### src/design/mlsc_pkg.sv
// Constants and types for the module low-speed control block.
// Assumes a single 200 MHz system clock and synchronous active-low reset.
package mlsc_pkg;
    // Minimum reset low time in ns and its cycle count at 200 MHz
    localparam int RST_MIN_NS = 1000;
    localparam int CLK_PERIOD_PS = 5000;
    localparam int RST_MIN_CYC = (RST_MIN_NS * 1000 + CLK_PERIOD_PS - 1) / CLK_PERIOD_PS;
    // Management init time after reset, in ns and cycles
    localparam int INIT_NS = 2000;
    localparam int INIT_CYC = (INIT_NS * 1000 + CLK_PERIOD_PS - 1) / CLK_PERIOD_PS;
    localparam int CNT_W = 16;

    typedef enum logic [3:0] {
        MLSC_RESET = 4'h1,
        MLSC_INIT  = 4'h2,
        MLSC_LOW   = 4'h4,
        MLSC_HIGH  = 4'h8
    } mlsc_state_type;
endpackage

### src/design/mlsc_ctrl.sv
// Top of the module low-speed control block: select gating, reset,
// init mode, power mode, presence and open-drain interrupt.
// Assumes all pins synchronous to clk_sys; bus pull-ups live outside, the init mode pull-up inside.
`timescale 1ns/1ps
`default_nettype none
module mlsc_ctrl
    import mlsc_pkg::*;
#(
    parameter int MIN_RST_CYC = RST_MIN_CYC,
    parameter int INIT_WAIT_CYC = INIT_CYC
) (
    input wire logic clk_sys,              // System clock 200 MHz
    input wire logic reset_n,              // Power-up reset, active low
    input wire logic module_select_n,      // Host select, active low
    input wire logic module_reset_n,       // Host reset pin, active low
    input wire logic init_control_select,  // Init mode, high means software
    input wire logic init_control_oe_n,    // Low while host drives init mode
    input wire logic scl_in,               // Serial clock from host
    input wire logic sda_in,               // Serial data from host
    input wire logic mgmt_sda_out,         // Serial data from memory-map engine
    input wire logic mgmt_sda_oe_n,        // Engine wants to drive data low
    input wire logic sw_high_power_en,     // Software enable for high power
    input wire logic fault_event,          // Operational fault or critical status
    input wire logic status_read_clr,      // Host read of status clears flags
    output logic mgmt_scl,                 // Serial clock to engine, gated
    output logic mgmt_sda,                 // Serial data to engine, gated
    output logic mgmt_active,              // Engine may answer the bus
    output logic sda_out,                  // Data pin output level
    output logic sda_oe_n,                 // Data pin enable, active low
    output logic module_present_n,         // Presence pin level
    output logic module_present_oe_n,      // Presence pin enable, active low
    output logic module_interrupt_n,       // Interrupt pin level
    output logic module_interrupt_oe_n,    // Interrupt pin enable, active low
    output logic init_pending,             // Init-pending flag in memory map
    output logic reset_done_flag,          // Sticky reset-complete flag
    output logic fault_flag,               // Sticky fault flag
    output logic high_power,               // Module in high power mode
    output logic sw_control                // Latched init mode, 1 = software
);
    mlsc_state_type state_r, state_nxt;
    logic [CNT_W-1:0] wait_r, wait_nxt;
    logic done_r, done_nxt;
    logic fault_r, fault_nxt;
    logic sw_r, sw_nxt;
    logic hp_r, hp_nxt;
    logic reset_hit;
    logic init_level;

    mlsc_reset_qual #(.MIN_CYC(MIN_RST_CYC)) u_rq (
        .clk_sys(clk_sys),
        .reset_n(reset_n),
        .module_reset_n(module_reset_n),
        .reset_hit(reset_hit)
    );

    // Undriven init mode reads high, as an internal pull-up would
    assign init_level = init_control_oe_n ? 1'b1 : init_control_select;

    // Bus gated by select so unselected traffic never reaches the engine
    always_comb begin
        mgmt_active = !module_select_n && (state_r != MLSC_RESET);
        mgmt_scl = mgmt_active ? scl_in : 1'b1;
        mgmt_sda = mgmt_active ? sda_in : 1'b1;
        sda_out = 1'b0;
        sda_oe_n = !(mgmt_active && !mgmt_sda_oe_n && !mgmt_sda_out);
    end

    // Presence is a constant ground while inserted
    assign module_present_n = 1'b0;
    assign module_present_oe_n = 1'b0;

    // State sequence: reset, init, then low or high power
    always_comb begin
        state_nxt = state_r;
        wait_nxt = wait_r;
        done_nxt = done_r;
        fault_nxt = fault_r;
        sw_nxt = sw_r;
        hp_nxt = hp_r;
        // Set wins over a simultaneous clear
        if (status_read_clr) begin
            done_nxt = 1'b0;
            fault_nxt = 1'b0;
        end
        if (fault_event) begin
            fault_nxt = 1'b1;
        end
        case (state_r)
            MLSC_RESET: begin
                wait_nxt = '0;
                hp_nxt = 1'b0;
                done_nxt = 1'b0;
                fault_nxt = 1'b0;
                sw_nxt = init_level; // Init mode caught once, held fixed
                state_nxt = MLSC_INIT;
            end
            MLSC_INIT: begin
                wait_nxt = wait_r + CNT_W'(1);
                if (wait_r >= CNT_W'(INIT_WAIT_CYC - 1)) begin
                    done_nxt = 1'b1;
                    state_nxt = MLSC_LOW;
                end
            end
            MLSC_LOW: begin
                if (!sw_r || sw_high_power_en) begin
                    hp_nxt = 1'b1;
                    state_nxt = MLSC_HIGH;
                end
            end
            MLSC_HIGH: begin
                if (sw_r && !sw_high_power_en) begin // Software may return to low
                    hp_nxt = 1'b0;
                    state_nxt = MLSC_LOW;
                end
            end
            default: begin
                state_nxt = MLSC_RESET;
            end
        endcase
        if (reset_hit) begin
            state_nxt = MLSC_RESET;
        end
    end

    // Power-up reset lands in the reset state, so completion posts unasked
    always_ff @(posedge clk_sys) begin
        if (!reset_n) begin
            state_r <= MLSC_RESET;
            wait_r <= '0;
            done_r <= 1'b0;
            fault_r <= 1'b0;
            sw_r <= 1'b1;
            hp_r <= 1'b0;
        end else begin
            state_r <= state_nxt;
            wait_r <= wait_nxt;
            done_r <= done_nxt;
            fault_r <= fault_nxt;
            sw_r <= sw_nxt;
            hp_r <= hp_nxt;
        end
    end

    // Open drain: level always low, enable decides pull or release
    assign module_interrupt_n = 1'b0;
    assign module_interrupt_oe_n = !(done_r || fault_r);
    assign init_pending = (state_r == MLSC_RESET) || (state_r == MLSC_INIT);
    assign reset_done_flag = done_r;
    assign fault_flag = fault_r;
    assign high_power = hp_r;
    assign sw_control = sw_r;

    // Check-only count of cycles with init pending; a stuck init would
    // never post the power-up completion, so the count must stay bounded
    logic [CNT_W-1:0] pend_cnt_r, pend_cnt_nxt;
    always_comb begin
        pend_cnt_nxt = '0;
        if (init_pending && !reset_hit) begin
            pend_cnt_nxt = pend_cnt_r + CNT_W'(1);
        end
    end

    // Register the pending count; a qualified host reset restarts it
    always_ff @(posedge clk_sys) begin
        if (!reset_n) begin
            pend_cnt_r <= '0;
        end else begin
            pend_cnt_r <= pend_cnt_nxt;
        end
    end

    a_sel_gate: assert property (@(posedge clk_sys) disable iff (!reset_n)
        module_select_n |-> !mgmt_active && mgmt_scl && sda_oe_n)
        else $error("bus active while not selected");
    a_rst_restore: assert property (@(posedge clk_sys) disable iff (!reset_n)
        reset_hit |=> state_r == MLSC_RESET ##1 !hp_r && !done_r)
        else $error("qualified reset did not restore defaults");
    a_done_post: assert property (@(posedge clk_sys) disable iff (!reset_n)
        $rose(done_r) |-> !init_pending && !module_interrupt_oe_n)
        else $error("completion posted with init pending");
    a_powerup_int: assert property (@(posedge clk_sys) disable iff (!reset_n)
        pend_cnt_r <= CNT_W'(INIT_WAIT_CYC + 1))
        else $error("completion not posted after power-up");
    a_sw_low: assert property (@(posedge clk_sys) disable iff (!reset_n)
        sw_r && !sw_high_power_en && state_r == MLSC_LOW |=> !hp_r)
        else $error("left low power without software enable");
    a_hw_high: assert property (@(posedge clk_sys) disable iff (!reset_n)
        !sw_r && state_r == MLSC_LOW && !reset_hit |=> hp_r)
        else $error("hardware mode did not enter high power");
    a_pullup_dflt: assert property (@(posedge clk_sys) disable iff (!reset_n)
        state_r == MLSC_RESET && init_control_oe_n |=> sw_r)
        else $error("undriven init mode not read as software");
    a_present_gnd: assert property (@(posedge clk_sys) disable iff (!reset_n)
        !module_present_n && !module_present_oe_n)
        else $error("presence not grounded");
    a_fault_int: assert property (@(posedge clk_sys) disable iff (!reset_n)
        fault_event && !reset_hit && state_r != MLSC_RESET |=> !module_interrupt_oe_n)
        else $error("fault did not pull interrupt");
    a_int_never_hi: assert property (@(posedge clk_sys) disable iff (!reset_n)
        !module_interrupt_n)
        else $error("interrupt driven high");
    a_pend_done: assert property (@(posedge clk_sys) disable iff (!reset_n)
        $fell(init_pending) |-> done_r)
        else $error("init finished without completion flag");
    a_int_release: assert property (@(posedge clk_sys) disable iff (!reset_n)
        status_read_clr && !fault_event && !reset_hit
        && (state_r == MLSC_LOW || state_r == MLSC_HIGH) |=> module_interrupt_oe_n)
        else $error("interrupt held with no cause");
    a_fault_wins: assert property (@(posedge clk_sys) disable iff (!reset_n)
        fault_event && status_read_clr && !reset_hit && state_r != MLSC_RESET |=> fault_r)
        else $error("clear beat a simultaneous fault");
    a_init_latched: assert property (@(posedge clk_sys) disable iff (!reset_n)
        state_r != MLSC_RESET |=> sw_r == $past(sw_r))
        else $error("init mode changed outside reset");
    a_init_low: assert property (@(posedge clk_sys) disable iff (!reset_n)
        state_r == MLSC_INIT |-> !hp_r)
        else $error("high power before init finished");
    a_sel_pass: assert property (@(posedge clk_sys) disable iff (!reset_n)
        !module_select_n && state_r != MLSC_RESET |-> mgmt_scl == scl_in && mgmt_sda == sda_in)
        else $error("selected bus not passed to engine");

    c_reset_done: cover property (@(posedge clk_sys) disable iff (!reset_n) $rose(done_r));
    c_high_power: cover property (@(posedge clk_sys) disable iff (!reset_n) $rose(hp_r));
    c_host_reset: cover property (@(posedge clk_sys) disable iff (!reset_n) reset_hit);
    c_fault: cover property (@(posedge clk_sys) disable iff (!reset_n) $rose(fault_r));
    c_sw_return: cover property (@(posedge clk_sys) disable iff (!reset_n) $fell(hp_r));
endmodule
`default_nettype wire

### src/design/mlsc_reset_qual.sv
// Minimum low-time qualifier for the host reset pin.
// Assumes the pin is synchronous to clk_sys.
`timescale 1ns/1ps
`default_nettype none
module mlsc_reset_qual
    import mlsc_pkg::*;
#(
    parameter int MIN_CYC = RST_MIN_CYC
) (
    input wire logic clk_sys,        // System clock
    input wire logic reset_n,        // Synchronous reset, active low
    input wire logic module_reset_n, // Host reset pin
    output logic reset_hit           // One-cycle pulse when low time qualifies
);
    logic [CNT_W-1:0] cnt_r;
    logic [CNT_W-1:0] cnt_nxt;
    logic hit_nxt;

    // Count low cycles; pulse once when minimum reached, shorter pulses ignored
    always_comb begin
        cnt_nxt = cnt_r;
        hit_nxt = 1'b0;
        if (module_reset_n) begin
            cnt_nxt = '0;
        end else if (cnt_r < CNT_W'(MIN_CYC)) begin
            cnt_nxt = cnt_r + CNT_W'(1);
            hit_nxt = (cnt_r == CNT_W'(MIN_CYC - 1));
        end
    end

    always_ff @(posedge clk_sys) begin
        if (!reset_n) begin
            cnt_r <= '0;
            reset_hit <= 1'b0;
        end else begin
            cnt_r <= cnt_nxt;
            reset_hit <= hit_nxt;
        end
    end

    // Short pulses must never qualify
    a_short_ignored: assert property (@(posedge clk_sys) disable iff (!reset_n)
        $rose(reset_hit) |-> $past(!module_reset_n, MIN_CYC))
        else $error("reset qualified too early");
endmodule
`default_nettype wire

### config.mk
export PLATFORM = sky130hd
export DESIGN_NAME = mlsc_ctrl
export DESIGN_NICKNAME = d
export VERILOG_FILES = /design/src/design/mlsc_pkg.sv /design/src/design/mlsc_ctrl.sv /design/src/design/mlsc_reset_qual.sv
export SDC_FILE = /design/constraint.sdc
export NUM_CORES = 1
export LEC_CHECK = 0
export ABC_AREA = 0
export ABC_CLOCK_PERIOD_IN_PS = 3400
export BUFFER_PORTS_ARGS = -buffer_cell sky130_fd_sc_hd__buf_2
export CAP_MARGIN = 20
export CORE_ASPECT_RATIO = 1.75
export CORE_MARGIN = 2
export CORE_UTILIZATION = 61
export CTS_CLUSTER_SIZE = 16
export DETAILED_ROUTE_END_ITERATION = 16
export PLACE_DENSITY = 0.8
export SYNTH_ARGS = -nofsm -noshare
export SYNTH_HDL_FRONTEND = slang
export SYNTH_SLANG_ARGS = --single-unit
export TNS_END_PERCENT = 100
### constraint.sdc
create_clock -name clk_sys -period 3.4 [get_ports clk_sys]
set_clock_uncertainty 0.05 [all_clocks]
set_input_delay 0.34 -clock clk_sys [delete_from_list [all_inputs] [get_ports clk_sys]]
set_output_delay 0.34 -clock clk_sys [all_outputs]
set_load 0.01 [all_outputs]
# Word level (Yosys, flattened, before mapping)
# Index checks and enable logic that the tools add are counted.
# word_totals
n_memories,0
regBits,41
rom_bits,0
latch_bits,0
out_inout_bits,14
in_bits,13
ram_bits,0
wordCells,62
# op_classes
muxes,16
addsub,2
shift,0
n_lt_le_gt_ge,2
n_reduce_logical,23
eq_ne,9
div,0
n_mul,0
n_bitwise,2
# ops
op,count
adder 16 x 1 -> 16 bit (second input constant),2
case mux 16 bit (2 select lines),1
equality test 16 x 8 -> 1 bit (second input constant),1
greater-or-equal comparator 16 x 9 -> 1 bit (second input constant),1
less-than comparator 16 x 8 -> 1 bit (second input constant),1
case mux 4 bit (4 select lines),1
two-way mux 4 bit,3
two-way mux 1 bit,9
logical NOT 1 bit,7
!= test 2 bit (second input constant),3
AND reduction 3 bit,2
OR reduction 2 bit,3
equality test 4 x 1 -> 1 bit (second input constant),1
equality test 4 x 2 -> 1 bit (second input constant),1
equality test 4 x 3 -> 1 bit (second input constant),1
equality test 4 bit (second input constant),1
logical AND 1 bit,4
!= test 4 x 1 -> 1 bit (second input constant),1
nonzero test 2 bit,2
logical OR 1 bit,3
case mux 1 bit (3 select lines),1
nonzero test 3 bit,1
OR reduction 3 bit,1
inverter 1 bit,2
case mux 1 bit (2 select lines),1

# Longest topological paths before layout
# Gate-level depths: netlist of run 1.
# depth
depth_word,5
depth_mapped,6
ltp_nobuf,5

# Cells and area by module
# A second synthesis of run 1 with hierarchy kept.
# unflattened
hier_cells,229
area_unflattened_um2,2023.2
# by_module_without_submodules
mod,instances,cells_per_inst,area_per_inst_um2,seq_area_each_um2
mlsc_ctrl,1,164,1327.5,480.5
mlsc_reset_qual,1,65,695.7,340.3

# Least setup slack after synthesis of run 1
# No wires, ideal clock.
# synth_path
kind,register to register
start,register state_r[2]
end,register wait_r[8]
stages_incl_launch_ff,6
period_less_slack_ps,1749
n_path_buf,1
setup_time_ps,65
slack_ps,1651
arrival_ps,1634
t_required_ps,3285
path_cell_list,dfxtp_1 buf_6 or4b_4 nor4_1 mux2_2 nor2_1
# synth_via
elab_chain_cells,2
word_cells_on_any_way,4
classes_between,eq/ne: 2; mux: 1; reduce/logical: 1
# synth_rtl
item,line_no,source
from (decl),mlsc_ctrl.sv:40,"mlsc_state_type state_r, state_nxt;"
from (signal assigned),mlsc_ctrl.sv:135,state_r <= state_nxt;
equality test 4 x 2 -> 1 bit / equality test 4 x 1 -> 1 bit (equally long branches),mlsc_ctrl.sv:88,case (state_r)
case mux 16 bit (2 select lines) / nonzero test 2 bit (equally long branches),n/a,
to (signal assigned),mlsc_ctrl.sv:136,wait_r <= wait_nxt;
to (decl),mlsc_ctrl.sv:41,"logic [CNT_W-1:0] wait_r, wait_nxt;"
# Parallel ways exist; a longest one is shown, timed or not.
# A chain may end at the register's enable or synchronous reset.

# Worst setup path in the final report of run 1
# layout_path
start,register state_r[0]
end,output init_pending
# layout_via
elab_chain_cells,2
word_cells_on_any_way,3
classes_between,eq/ne: 2; reduce/logical: 1
# layout_rtl
item,line_no,source
equality test 4 x 1 -> 1 bit / equality test 4 x 2 -> 1 bit (equally long branches),mlsc_ctrl.sv:147,assign init_pending = (state_r == MLSC_RESET) || (state_r == MLSC_INIT);
logical OR 1 bit *,mlsc_ctrl.sv:147,
to (decl),mlsc_ctrl.sv:34,"output logic init_pending,"
# Mark *: on every way between the ends. The rest lies on a longest branch, timed or not.

==> results summary, run 1 <==
In this run the number of cells on the critical path is 4. The buffering stage count on the worst path with inverters included is 2. The starting utilization of the core area came out at 63.5%. The mux cell area share after synthesis came out at 1.65%. The weighted congestion reported at the end of routability-driven placement came out at 0.795. The number of flops mapped to enable cells by yosys came out at 0. The floorplan row count is 27. Among all stages on the critical path, the largest delay is contributed by sky130_fd_sc_hd__dfxtp_1. The minimum hold slack came out at between 0.2 and 0.3 ns. The share of post-route cells with drive strength above 1 came out at 18.0%. In the synthesized netlist, the cells that appear most often are 41 x sky130_fd_sc_hd__dfxtp_1, 20 x sky130_fd_sc_hd__a21oi_1, 18 x sky130_fd_sc_hd__nor2_1, 13 x sky130_fd_sc_hd__nand2_1, 10 x sky130_fd_sc_hd__nor3_1. The count of boundary I/O pins came out at 27.

The class of the most critical hold timing path is in2reg. The worst reg2reg path endpoint is wait_r[8]$_SDFFE_PN0N_. IR analysis of the VDD net gives a maximum drop of 0.000437 V. The residual overflow from global routing is 0. After Yosys synthesis, full adders, half adders and majority gates account for 1.27% of the synthesized area. In this run the static leakage power is 0.798 nW. The synthesized-area fraction occupied by xor and xnor cells is 1.78%. The mean instance size in the synthesized netlist came out at 8.89 um2. The net total in the final layout came out at 258. The highest attainable clock frequency came out at 0.426 GHz.

The largest net degree at the start of global routing came out at 18. Cell internal power was estimated by the tool at ~0.00078 W. The number of antenna violations at the first check in global routing came to 0. The insertion delay to the later sink of the worst-skew pair is 0.29 ns.

The share of total power dissipated in combinational logic is about an eighth. The average via count per standard cell is 5.99. Detailed placement ended at an HPWL of 3.03 mm. The final standard cell utilization of the core is 70.2%. In this run the number of H-tree levels came out at 2. The die extent in y came out at 79.2 um. The number of hold-slack violations in the final timing report came out at 0.

After clock tree synthesis, the setup repair step added 0 buffers. The async set or reset register ratio after synthesis is 0%. The run finished with clean final reports. The worst setup path is launched from a flip-flop. The buffer type at the clock tree root is sky130_fd_sc_hd__clkbuf_8.

Detailed routing inserted a total of 1719 vias. The total die area is 0.00372 mm2. The cell count after synthesis is 222. In this run the worst setup path begins at state_r[0]$_SDFFE_PP1P_. The number of buffers inserted by port buffering is 22.

At the worst endpoint, the required time is 3.01 ns. The horizontal extent of the die is 47.0 um. Data arrives at the worst endpoint at 1.95 ns. Power spread over the standard cell area amounts to about 480 mW/mm2. The total inserted antenna cells is 0.

The first-pass iteration count of the detailed router is 4. Clock-pin slew was measured on the worst setup and hold paths at around 0.080 ns. Ranked by total cell area, the synthesized netlist is headed by sky130_fd_sc_hd__dfxtp_1 42%, sky130_fd_sc_hd__a21oi_1 5.1%, sky130_fd_sc_hd__nor2_1 3.4%, sky130_fd_sc_hd__and2_1 2.9%, sky130_fd_sc_hd__nor3_1 2.5%.

The clock share of power is 38.0%. The number of global-route vias before repair is about 1600. The share of the synthesized area in compound gates (AO/OA/AOI/OAI) is 17.2%.

The number of buffers inserted for hold repair after clock tree synthesis is 0. In the global route stage, overall resource usage came out at 24.0%. The delay of the slowest critical-path stage is 0.58 ns.

The pin slew with the least headroom to its limit came out at 0.720 ns. The post-route fraction of the period consumed by the critical path came out at between 60% and 70%. The design draws 0.00105 W. The synthesized netlist occupies a cell area of 0.00197 mm2. The remaining max-slew budget at the tightest pin is 51.6%. The switching share of total power is 25.1%. The total DRC errors in the routed layout is 0. The depth of the worst register-to-register path came out at 4. Of all nets on the critical path, the largest fanout is 13. The first-pass GRT wire length came out at 6.53 mm. Following the worst setup path forward leads to its endpoint at init_pending. The growth of design area from synthesis to finish is 10.6%. Clock tree synthesis found a total of just over 40 sinks. For this run, the register share of the synthesized area comes to about two fifths.

After synthesis, the netlist uses 53 different library cells. The number of max-slew violations in the final report came out at 0. The number of max-cap violations is 0. The number of routed nets with antenna violations came out at 0.

The most used flip-flop cell after synthesis is sky130_fd_sc_hd__dfxtp_1. The cell taking the most area after synthesis is sky130_fd_sc_hd__dfxtp_1. The worst register-to-register path begins at state_r[1]$_SDFFE_PP0P_.

After the first detailed-routing iteration, the DRC count stood at 67. The register-to-register setup slack came out at 1.38 ns. Setup repair after global routing left no endpoint under its margin. The post-synthesis share of cell area spent on and, or, nand and nor gates is ~30%. The post-cts repair resize count came out at 0.

The share of synthesized area in the top cell type comes to about two fifths. sky130_fd_sc_hd__dfxtp_1 is the most common cell in the netlist. The core area came out at 0.00311 mm2.

The largest delay contributor family on the critical path is simple AND/OR/NAND/NOR gates. The analysis attributes to net switching a power of 0.000262 W. By area, the combinational part of the netlist is dominated by simple AND/OR/NAND/NOR gates. For this run, the number of Yosys warnings is 0. In this run, flip-flops and latches consume 49.1% of the power. The setup TNS came out at 0 ns.

The deepest clock path buffer count is 2. The final setup violation count came out at 0. The worst setup path is captured at an output port. The critical path goes through nor4b_2 -> nor2_1 -> inv_1 -> buf_2. TritonCTS built the clock tree. The aggregate routed wire length is slightly above 4 mm. The number of clock buffers inserted by TritonCTS came out at 5. Dividing the detail-routed wire length by the instance count gives 14.1 um. The final critical-path required period came out at roughly 2.3 ns. The setup path with the least slack is of type reg2out. The total of flip-flops plus latches after synthesis is 41.
## worst register-to-register path: cells and delay by family (launching register included)
kind	cells	cell delay (ns)
and+or+nand+nor	3	1.01
DFF	1	0.53
muxes	1	0.37
## cell usage in the layout (no fill, tap or decap), types with 3 or more instances in the layout
master                     instances
sky130_fd_sc_hd__nand2b_1          3
sky130_fd_sc_hd__or3_1             6
sky130_fd_sc_hd__o211ai_1          3
sky130_fd_sc_hd__a21oi_1          20
sky130_fd_sc_hd__conb_1            4
sky130_fd_sc_hd__and3_1            3
sky130_fd_sc_hd__nor4_1            6
sky130_fd_sc_hd__dfxtp_1          41
sky130_fd_sc_hd__o21a_1            3
sky130_fd_sc_hd__or4_1             4
sky130_fd_sc_hd__nor2_1           18
sky130_fd_sc_hd__nand4_1           7
sky130_fd_sc_hd__nand3_1           6
sky130_fd_sc_hd__nor3_1           10
sky130_fd_sc_hd__clkbuf_8          6
sky130_fd_sc_hd__o21ai_0           7
sky130_fd_sc_hd__inv_1             6
sky130_fd_sc_hd__and2_1            9
sky130_fd_sc_hd__o31ai_1           4
sky130_fd_sc_hd__buf_2            22
sky130_fd_sc_hd__nand2_1          13
## power groups by stage
stage	registers, W	logic [W]	clock network [W]
final	0.000513	0.000136	0.000397
after global routing	0.000516	0.000149	0.000423
after CTS	0.000512	0.000135	0.000404
after detailed placement	0.000524	0.000135	0
after global placement	0.000522	0.000133	0
after floorplan	0.000511	0.000116	0
## per-layer routing
metal,global-route usage (%),vias to the layer above,wire [um],part of all wire [%]
met5,0,-,0,0
met4,13.3,0,99,2.4
met3,5.68,9,178,4.4
met2,42.2,42,2250,55
met1,23.9,811,1530,38
li1,-,857,-,-
## stage by stage
stage	worst slack [ns]	cells	cell area (um2)
after floorplan	1.65	225	1980
after global placement	1.45	279	2070
after detailed placement	1.40	279	2070
after CTS	1.07	287	2180
after global routing	0.904	287	2180
final	1.06	287	2180
## registers in the layout, indices dropped and copies added (netlist names)
register	count
fault_flag	1
state_r	4
sw_control	1
wait_r	16
reset_done_flag	1
u_rq.reset_hit	1
u_rq.cnt_r	16
high_power	1
## area by class of cell
class                           count  area, um2
Timing Repair Buffer               23        118
Inverter                            7       26.3
Tap cell                           43       53.8
Fill cell                         273        926
Sequential cell                    41        821
Multi-Input combinational cell    165       1050
Clock inverter                      1       30.0
Clock buffer                        7       86.3
## kinds of logic (layout without fill, tap and decap cells)
group,after synthesis,in the layout
DFF,41,41
xor gates and xnor gates,4,4
buffers and inverters,19,38
AOI/OAI and AO/OA,51,51
and+or+nand+nor,101,101
muxes,3,3
other,1,4
adders and majority gates,2,2
## worst min-delay path by stage
stage | start | endpoint | cells after the start
after detailed placement | u_rq.cnt_r[8]$_SDFFE_PP0N_ | u_rq.cnt_r[8]$_SDFFE_PP0N_ | 1
after floorplan | reset_n | sw_control$_SDFFE_PN1P_ | 1
after global routing | reset_n | sw_control$_SDFFE_PN1P_ | 2
after CTS | reset_n | sw_control$_SDFFE_PN1P_ | 2
final | reset_n | sw_control$_SDFFE_PN1P_ | 2
after global placement | u_rq.cnt_r[10]$_SDFFE_PP0N_ | u_rq.cnt_r[10]$_SDFFE_PP0N_ | 1
Note: power is estimated with default switching activity, not from simulation.
==> run 2: changes to the inputs <==
--- a/config.mk
+++ b/config.mk
@@ -6,15 +6,15 @@
 export NUM_CORES = 1
 export LEC_CHECK = 0
 export ABC_AREA = 0
-export ABC_CLOCK_PERIOD_IN_PS = 3400
+export ABC_CLOCK_PERIOD_IN_PS = 2400
 export BUFFER_PORTS_ARGS = -buffer_cell sky130_fd_sc_hd__buf_2
 export CAP_MARGIN = 20
 export CORE_ASPECT_RATIO = 1.75
 export CORE_MARGIN = 2
-export CORE_UTILIZATION = 61
+export CORE_UTILIZATION = 56
 export CTS_CLUSTER_SIZE = 16
 export DETAILED_ROUTE_END_ITERATION = 16
-export PLACE_DENSITY = 0.8
+export PLACE_DENSITY = 0.74
 export SYNTH_ARGS = -nofsm -noshare
 export SYNTH_HDL_FRONTEND = slang
 export SYNTH_SLANG_ARGS = --single-unit
==> constraint.sdc (replaced) <==
create_clock -name clk_sys -period 2.4 [get_ports clk_sys]
set_clock_uncertainty 0.05 [all_clocks]
set_input_delay 0.24 -clock clk_sys [delete_from_list [all_inputs] [get_ports clk_sys]]
set_output_delay 0.24 -clock clk_sys [all_outputs]
set_load 0.01 [all_outputs]
==> run 2 against run 1 <==
Hold slack worse by 0.11 ns. Register-to-register slack worse by 0.97 ns. Critical path type unchanged. Highest routed layer unchanged. Critical endpoint unchanged. Largest cell class unchanged. Sequential power is 41% higher. Largest power group unchanged. Total power is 36% higher.
==> results summary, run 2 (synthesized netlist as in run 1, its figures left out) <==
The insertion delay to the later sink of the worst-skew pair came out at roughly 0.30 ns. The weighted congestion reported at the end of routability-driven placement came out at 0.786. The share of post-route cells with drive strength above 1 came out at 19.1%. The number of buffers inserted for hold repair after clock tree synthesis is 0. The worst register-to-register path begins at state_r[1]$_SDFFE_PP0P_. The critical-path cell with the highest stage delay is sky130_fd_sc_hd__dfxtp_1. The first-pass iteration count of the detailed router is 4.

The number of clock sinks came out at 41. The floorplan row count is 28. For this design the static power due to leakage is 0.804 nW. The total track usage came out at between 20% and 30%. The count of buffers added by post-CTS timing repair for setup came out at 0. The largest vdd supply drop is 0.000432 V. The residual overflow from global routing is 0.

The deepest clock path buffer count came out at 2. The remaining max-slew budget at the tightest pin came out at 53.8%. The final standard cell area without fillers came out at 0.00218 mm2. The number of clock buffers inserted by TritonCTS is 5. STA puts the critical path data required time at 2.11 ns. The final setup violation count came out at 0. The buffering stage count on the worst path with inverters included is 3. At the worst endpoint, the arrival time is roughly 1.7 ns. Setup repair after global routing left no endpoint under its margin.

The initial utilization of the core area, before any placement, comes to between 50% and 60%. The pin slew with the least headroom to its limit is 0.688 ns. The aggregate routed wire length is approximately 4 mm. The net total in the final layout is 260. The area of placed instances is 0.00208 mm2. Walking the worst path, the cells encountered are nor4b_2 -> buf_4 -> nor2_1 -> inv_1 -> buf_2. The number of global-route vias before repair is 1552. In this run the most critical hold path is launched from fault_event.

The wire length per cell is 14.1 um. Leaving out filler cells and counting taps, the final layout contains 291. In the final layout, the registers with the most flip-flops are u_rq.cnt_r (16), wait_r (16), state_r (4). The leading cell type in the layout, fill and taps excluded is sky130_fd_sc_hd__dfxtp_1. The tree is rooted in a sky130_fd_sc_hd__clkbuf_8.

The first global-routing pass estimated roughly 6.7 mm of wire. The largest driver fanout on the critical path is 13. The run finished with clean final reports. After clock tree synthesis, the clock-pin slew on the worst setup and hold paths is around 0.080 ns.

The floorplan step defined a die boundary enclosing 0.00403 mm2. Leaving out fill and tap cells, the most frequent cells in the layout are 41 x sky130_fd_sc_hd__dfxtp_1, 22 x sky130_fd_sc_hd__buf_2, 20 x sky130_fd_sc_hd__a21oi_1, 18 x sky130_fd_sc_hd__nor2_1, 13 x sky130_fd_sc_hd__nand2_1. The sum of net half-perimeters after detailed placement came out at 2.97 mm. The number of max-slew violations in the final report is 0. The core area came out at around 0.0034 mm2.

STA classifies the critical path endpoint as an output port. Entering global routing, the biggest net connects 17 pins. The total DRC errors in the routed layout came out at 0. Measured along the y axis, the die boundary spans 82.5 um. The type of origin of the critical path is a flip-flop.

The via count came out at 1746. The average via count per standard cell came out at ~6.0. The number of antenna violations at the first check in global routing came out at 0.

The highest attainable clock frequency came out at 0.497 GHz. The initial DRC count came out at 44. The growth of design area from synthesis to finish is 10.7%. The number of hold-slack violations in the final timing report is 0. The number of max-cap violations is 0. The final critical-path required period came out at around 2.0 ns. 27 I/O pins were placed. The most critical setup path has its startpoint at state_r[0]$_SDFFE_PP1P_. 0 antenna diodes ended up in the layout.

The horizontal extent of the die came out at around 49 um. By startpoint and endpoint, the worst setup path is classified as reg2out. TritonCTS built the clock tree. The post-route fraction of the period consumed by the critical path is 83.8%. The delay of the slowest critical-path stage came out at 0.56 ns. Among cell families on the critical path, the largest total delay comes from flip-flops. Gates resized during post-CTS repair numbered 0. Port buffering added 22 buffers. The maximum level of the CTS H-tree came out at 2. The setup TNS came out at 0 ns. The number of routed nets with antenna violations came out at 0.

The instance count after placement with tap cells included is 283. The power per standard cell area is between 600 and 700 mW/mm2. In this run the worst hold path is classified as in2reg.
[run 2: layout make-up]
cell class                 instances  area, um2
clock buffer                       7       96.3
clock inverter                     1       5.00
fill                             316       1180
inverter                           7       26.3
multi-input combinational        165       1050
sequential                        41        821
tap                               45       56.3
timing repair buffer              25        133
[run 2: layer usage]
| layer | global-route usage, % | wire length, um | up-vias |
|---|---|---|---|
| met5 | 0 | 0 | - |
| met4 | 14.0 | 137 | 0 |
| met3 | 4.32 | 214 | 13 |
| met2 | 41.6 | 2160 | 55 |
| met1 | 20.7 | 1580 | 812 |
| li1 | - | - | 866 |
[run 2: worst register-to-register path, cell delays in order (launching register included)]
cell and delay, ns:
sky130_fd_sc_hd__dfxtp_1 0.52, sky130_fd_sc_hd__or4b_4 0.61, sky130_fd_sc_hd__nor4_1 0.31, sky130_fd_sc_hd__mux2_2 0.36, sky130_fd_sc_hd__nor2_1 0.07
[run 2: final timing paths]
kind / to / slack, ns / cells past startpoint
setup / recovery: init_pending / 0.39 / 5
hold / removal: fault_flag$_SDFFE_PP0P_ / 0.16 / 3
setup reg to reg: wait_r[8]$_SDFFE_PN0N_ / 0.41 / 4
hold reg to reg: u_rq.cnt_r[9]$_SDFFE_PP0N_ / 0.43 / 1
[run 2: where the power goes]
part / total, W / switching [W] / internal (W)
Combinational: 0.000204 / 0.000121 / 0.0000828
Sequential: 0.000725 / 0.0000295 / 0.000696
Clock: 0.000488 / 0.000228 / 0.000260
Total: 0.00142 / 0.000379 / 0.00104
[run 2: metrics by stage]
stage / total power, W / utilization [%] / hold WS [ns] / setup WS [ns]
CTS: 0.00143 / 65.0 / 0.161 / 0.391
finish: 0.00142 / 65.0 / 0.161 / 0.388
detailed placement: 0.000944 / 61.9 / 0.416 / 0.439
global placement: 0.000940 / 61.9 / 0.414 / 0.478
floorplan: 0.000887 / - / 0.266 / 0.651
global route: 0.00147 / 65.0 / 0.185 / 0.217
==> run 3: changes to the inputs <==
--- a/config.mk
+++ b/config.mk
@@ -5,16 +5,16 @@
 export SDC_FILE = /design/constraint.sdc
 export NUM_CORES = 1
 export LEC_CHECK = 0
-export ABC_AREA = 0
-export ABC_CLOCK_PERIOD_IN_PS = 2400
+export ABC_AREA = 1
+export ABC_CLOCK_PERIOD_IN_PS = 2000
 export BUFFER_PORTS_ARGS = -buffer_cell sky130_fd_sc_hd__buf_2
 export CAP_MARGIN = 20
 export CORE_ASPECT_RATIO = 1.75
 export CORE_MARGIN = 2
-export CORE_UTILIZATION = 56
+export CORE_UTILIZATION = 57
 export CTS_CLUSTER_SIZE = 16
 export DETAILED_ROUTE_END_ITERATION = 16
-export PLACE_DENSITY = 0.74
+export PLACE_DENSITY = 0.75
 export SYNTH_ARGS = -nofsm -noshare
 export SYNTH_HDL_FRONTEND = slang
 export SYNTH_SLANG_ARGS = --single-unit
==> constraint.sdc (replaced) <==
create_clock -name clk_sys -period 2 [get_ports clk_sys]
set_clock_uncertainty 0.05 [all_clocks]
set_input_delay 0.2 -clock clk_sys [delete_from_list [all_inputs] [get_ports clk_sys]]
set_output_delay 0.2 -clock clk_sys [all_outputs]
set_load 0.01 [all_outputs]
==> run 3 against run 2 <==
Critical path depth up 1. Sequential share of layout area fell by 0.92 points. Sequential power rose by 21%. Global-route usage is 0.47 points higher. Synthesized cell count grew 36%. Flip-flop and latch count did not move. Register-to-register slack gained 0.17 ns. Critical path type unchanged. Critical endpoint is now mgmt_sda. Largest cell class unchanged. Highest routed layer unchanged.
==> results summary, run 3 <==
The worst setup path is of the reg2out kind. The total of flip-flops plus latches after synthesis is 41. The total track usage is 22.1%. The number of flops mapped to enable cells by yosys is 0.

In the final routed layout, each cell accounts on average for 11.2 um. The setup TNS came out at 0 ns. The residual overflow from global routing is 0. The post-route fraction of the period consumed by the critical path is 86.5%. After synthesis, the most frequently instantiated cells are 67 x sky130_fd_sc_hd__nand2_1, 47 x sky130_fd_sc_hd__nor2_1, 44 x sky130_fd_sc_hd__inv_1, 41 x sky130_fd_sc_hd__dfxtp_1. The power per standard cell area came out at 783 mW/mm2.

The net total in the final layout is between 300 and 400. The total DRC errors in the routed layout is 0. The die extent in y is 83.1 um. In this run the count of I/O pins placed on the die edge is 27. Final hold analysis gives a worst-case slack of 0.0754 ns. The number of antenna violations at the first check in global routing came out at 0. The insertion delay to the later sink of the worst-skew pair is 0.29 ns. Yosys printed 0 warnings.

In the layout the commonest cells are 67 x sky130_fd_sc_hd__nand2_1, 47 x sky130_fd_sc_hd__nor2_1, 44 x sky130_fd_sc_hd__inv_1, 41 x sky130_fd_sc_hd__dfxtp_1. The worst reg2reg path endpoint is wait_r[12]$_SDFFE_PN0N_. In this run the critical register-to-register path is launched from wait_r[0]$_SDFFE_PN0N_. The most numerous cell in the Yosys netlist is sky130_fd_sc_hd__nand2_1. The worst setup path is launched from a flip-flop. The largest net degree at the start of global routing came out at 17. The number of max-slew violations in the final report was 0. The total die area came out at 0.00409 mm2. In this run the worst path has a maximum fanout of 10. The proportion of netlist area held by the largest area contributor is 40.3%.

The number of filler cells placed in the layout came out at approximately 320. The count of buffers added by post-CTS timing repair for setup came out at 0. The maximum level of the CTS H-tree is 2. The library cell used most frequently in the layout, excluding fill and tap cells, is sky130_fd_sc_hd__nand2_1. The static leakage came out at 0.946 nW. The highest attainable clock frequency is 0.578 GHz.

The floorplan row count came out at 28. The number of max-cap violations is 0. The mean instance size in the synthesized netlist is 6.74 um2.

The deepest clock path buffer count came out at 2. Summed over all instances, the cell type with the most area after synthesis is sky130_fd_sc_hd__dfxtp_1. The async set or reset register ratio after synthesis came out at 0%.

The number of clock buffers inserted by TritonCTS is 5. Synthesis produced 302 cells. Among all flip-flop cells after synthesis, the most frequent one is sky130_fd_sc_hd__dfxtp_1. The depth of the worst register-to-register path came out at 8. The starting utilization of the core area came out at 59.9%. The core area came out at 0.00340 mm2. The sequential element share of the synthesized area came out at 40.3%.

The met1 wire length came out at 1.60 mm. Clock-pin slew was measured on the worst setup and hold paths at approximately 0.08 ns. The number of buffers inserted for hold repair after clock tree synthesis is 0. The number of hold-slack violations in the final timing report is 0. The top routing layer in use is met4.

The register cell area after layout came out at a little over 800 um2. The total inserted antenna cells came out at 0. The final setup violation count is 0. The number of routed nets with antenna violations came out at 0.

TritonCTS built the clock tree. The flow ran to the end, and the final reports show no timing, DRC or antenna violations. The post-cts repair resize count is 0. The sum of net half-perimeters after detailed placement is 3.20 mm. The number of buffers inserted by port buffering is 22. The number of global-route vias before repair is 1761. From synthesis to final layout, the design area changed by 9.95%. The number of clock sinks is slightly above 40. The horizontal extent of the die is 49.2 um. The total standard cell area after synthesis is about 0.002 mm2. The required time at the endpoint of the critical path is 1.75 ns.

The endpoint type of the worst setup path is an output port. The first-pass GRT wire length is just over 7 mm. The worst hold path belongs to the class in2reg. The weighted congestion reported at the end of routability-driven placement is 0.856. The initial DRC count came out at 57. The aggregate routed wire length came out at 4.16 mm. Before antenna repair, the detailed router went through 4 iterations. Sorting the synthesized cells by area gives the leading types as sky130_fd_sc_hd__dfxtp_1 40%, sky130_fd_sc_hd__nand2_1 12%, sky130_fd_sc_hd__nor2_1 8.7%, sky130_fd_sc_hd__inv_1 8.1%, sky130_fd_sc_hd__a21oi_1 5.9%.

The amount of wire on met3 after detailed routing came out at 171 um. The end of the critical path is mgmt_sda. The register-to-register setup slack came out at 0.58 ns. The via count is 1875. The average via count per standard cell is 5.03.

The share of post-route cells with drive strength above 1 is a little over an eighth. The detailed route wirelength on metal2 came out at about 2.3 mm. In the final layout, the multi-input gates occupy 990 um2. Setup repair after global routing left no endpoint under its margin. The final critical-path required period is around 1.7 ns. In the final layout, the registers with the most flip-flops are u_rq.cnt_r (16), wait_r (16), state_r (4). In this run the worst setup path begins at state_r[2]$_SDFFE_PP0P_.

The distinct cell type count after synthesis is 28. The final standard cell utilization of the core is 65.9%. The sum of internal, switching and leakage power came out at 0.00175 W. Data arrives at the worst endpoint at around 1.5 ns. IR analysis of the VDD net gives a maximum drop of 0.000528 V.

CTS placed an instance of sky130_fd_sc_hd__clkbuf_8 at the clock tree root.
run 3: cell types whose count changed in the layout (fill, tap and decap cells not counted), moves of 5 or more:
cell                      change
sky130_fd_sc_hd__and2_1       -9
sky130_fd_sc_hd__inv_1       +38
sky130_fd_sc_hd__nand2_1     +54
sky130_fd_sc_hd__nand3_1     +18
sky130_fd_sc_hd__nor2_1      +29
sky130_fd_sc_hd__nor3_1       -7
sky130_fd_sc_hd__nor4_1       -5
sky130_fd_sc_hd__o21ai_0      +5
sky130_fd_sc_hd__or3_1        -6
run 3: power breakdown:
part	total, W	switching [W]	leakage (nW)	internal, W
clock	0.000520	0.000278	0.0450	0.000242
sequential	0.000877	0.0000249	0.332	0.000852
combinational	0.000357	0.000251	0.569	0.000107
total	0.00175	0.000554	0.946	0.00120
run 3: per-stage QoR:
| stage | setup WS, ns | instance area, um2 | cells |
|---|---|---|---|
| final | 0.269 | 2240 | 373 |
| after global routing | 0.124 | 2240 | 373 |
| after CTS | 0.251 | 2240 | 373 |
| after detailed placement | 0.573 | 2160 | 365 |
| after global placement | 0.585 | 2160 | 365 |
| after floorplan | 0.684 | 2050 | 305 |
run 3: per-layer routing:
metal	track usage, %	vias to the layer above
met4	8.31	0
met3	4.32	9
met5	0	-
met2	43.9	43
met1	20.9	834
li1	-	989
run 3: kinds of logic after synthesis:
| kind of cell | Yosys count | synth area share (%) |
|---|---|---|
| AND/OR/NAND/NOR | 159 | 34.3 |
| buffers and inverters | 54 | 11.7 |
| AO/OA/AOI/OAI | 41 | 10.6 |
| flip-flops | 41 | 40.3 |
| XOR/XNOR | 4 | 1.72 |
| adder cells (fa/ha/maj) | 2 | 1.23 |
| other | 1 | 0.184 |
run 3: worst min path at each step:
stage | startpoint | depth (start not counted) | endpoint
2_1_floorplan | fault_event | 2 | fault_flag$_SDFFE_PP0P_
3_5_place_dp | u_rq.cnt_r[11]$_SDFFE_PP0N_ | 2 | u_rq.cnt_r[11]$_SDFFE_PP0N_
6_report | fault_event | 3 | fault_flag$_SDFFE_PP0P_
5_1_grt | init_control_select | 3 | sw_control$_SDFFE_PN1P_
4_1_cts | fault_event | 3 | fault_flag$_SDFFE_PP0P_
3_3_place_gp | u_rq.cnt_r[10]$_SDFFE_PP0N_ | 2 | u_rq.cnt_r[10]$_SDFFE_PP0N_
run 3: worst max-delay path, stage by stage (launching register included):
cell                      delay [ns]
sky130_fd_sc_hd__dfxtp_1        0.35
sky130_fd_sc_hd__nor2_2         0.16
sky130_fd_sc_hd__nand3_2        0.21
sky130_fd_sc_hd__inv_1          0.20
sky130_fd_sc_hd__nor2_1         0.10
sky130_fd_sc_hd__nand2_1        0.06
sky130_fd_sc_hd__buf_2          0.12
run 3: cell type report:
type                            instances  area share [%]
Timing Repair Buffer                   23            5.25
Multi-Input combinational cell        210            44.2
Inverter                               46            7.71
Sequential cell                        41            36.6
Clock inverter                          2           0.447
Clock buffer                            6            3.24
Tap cell                               45            2.51
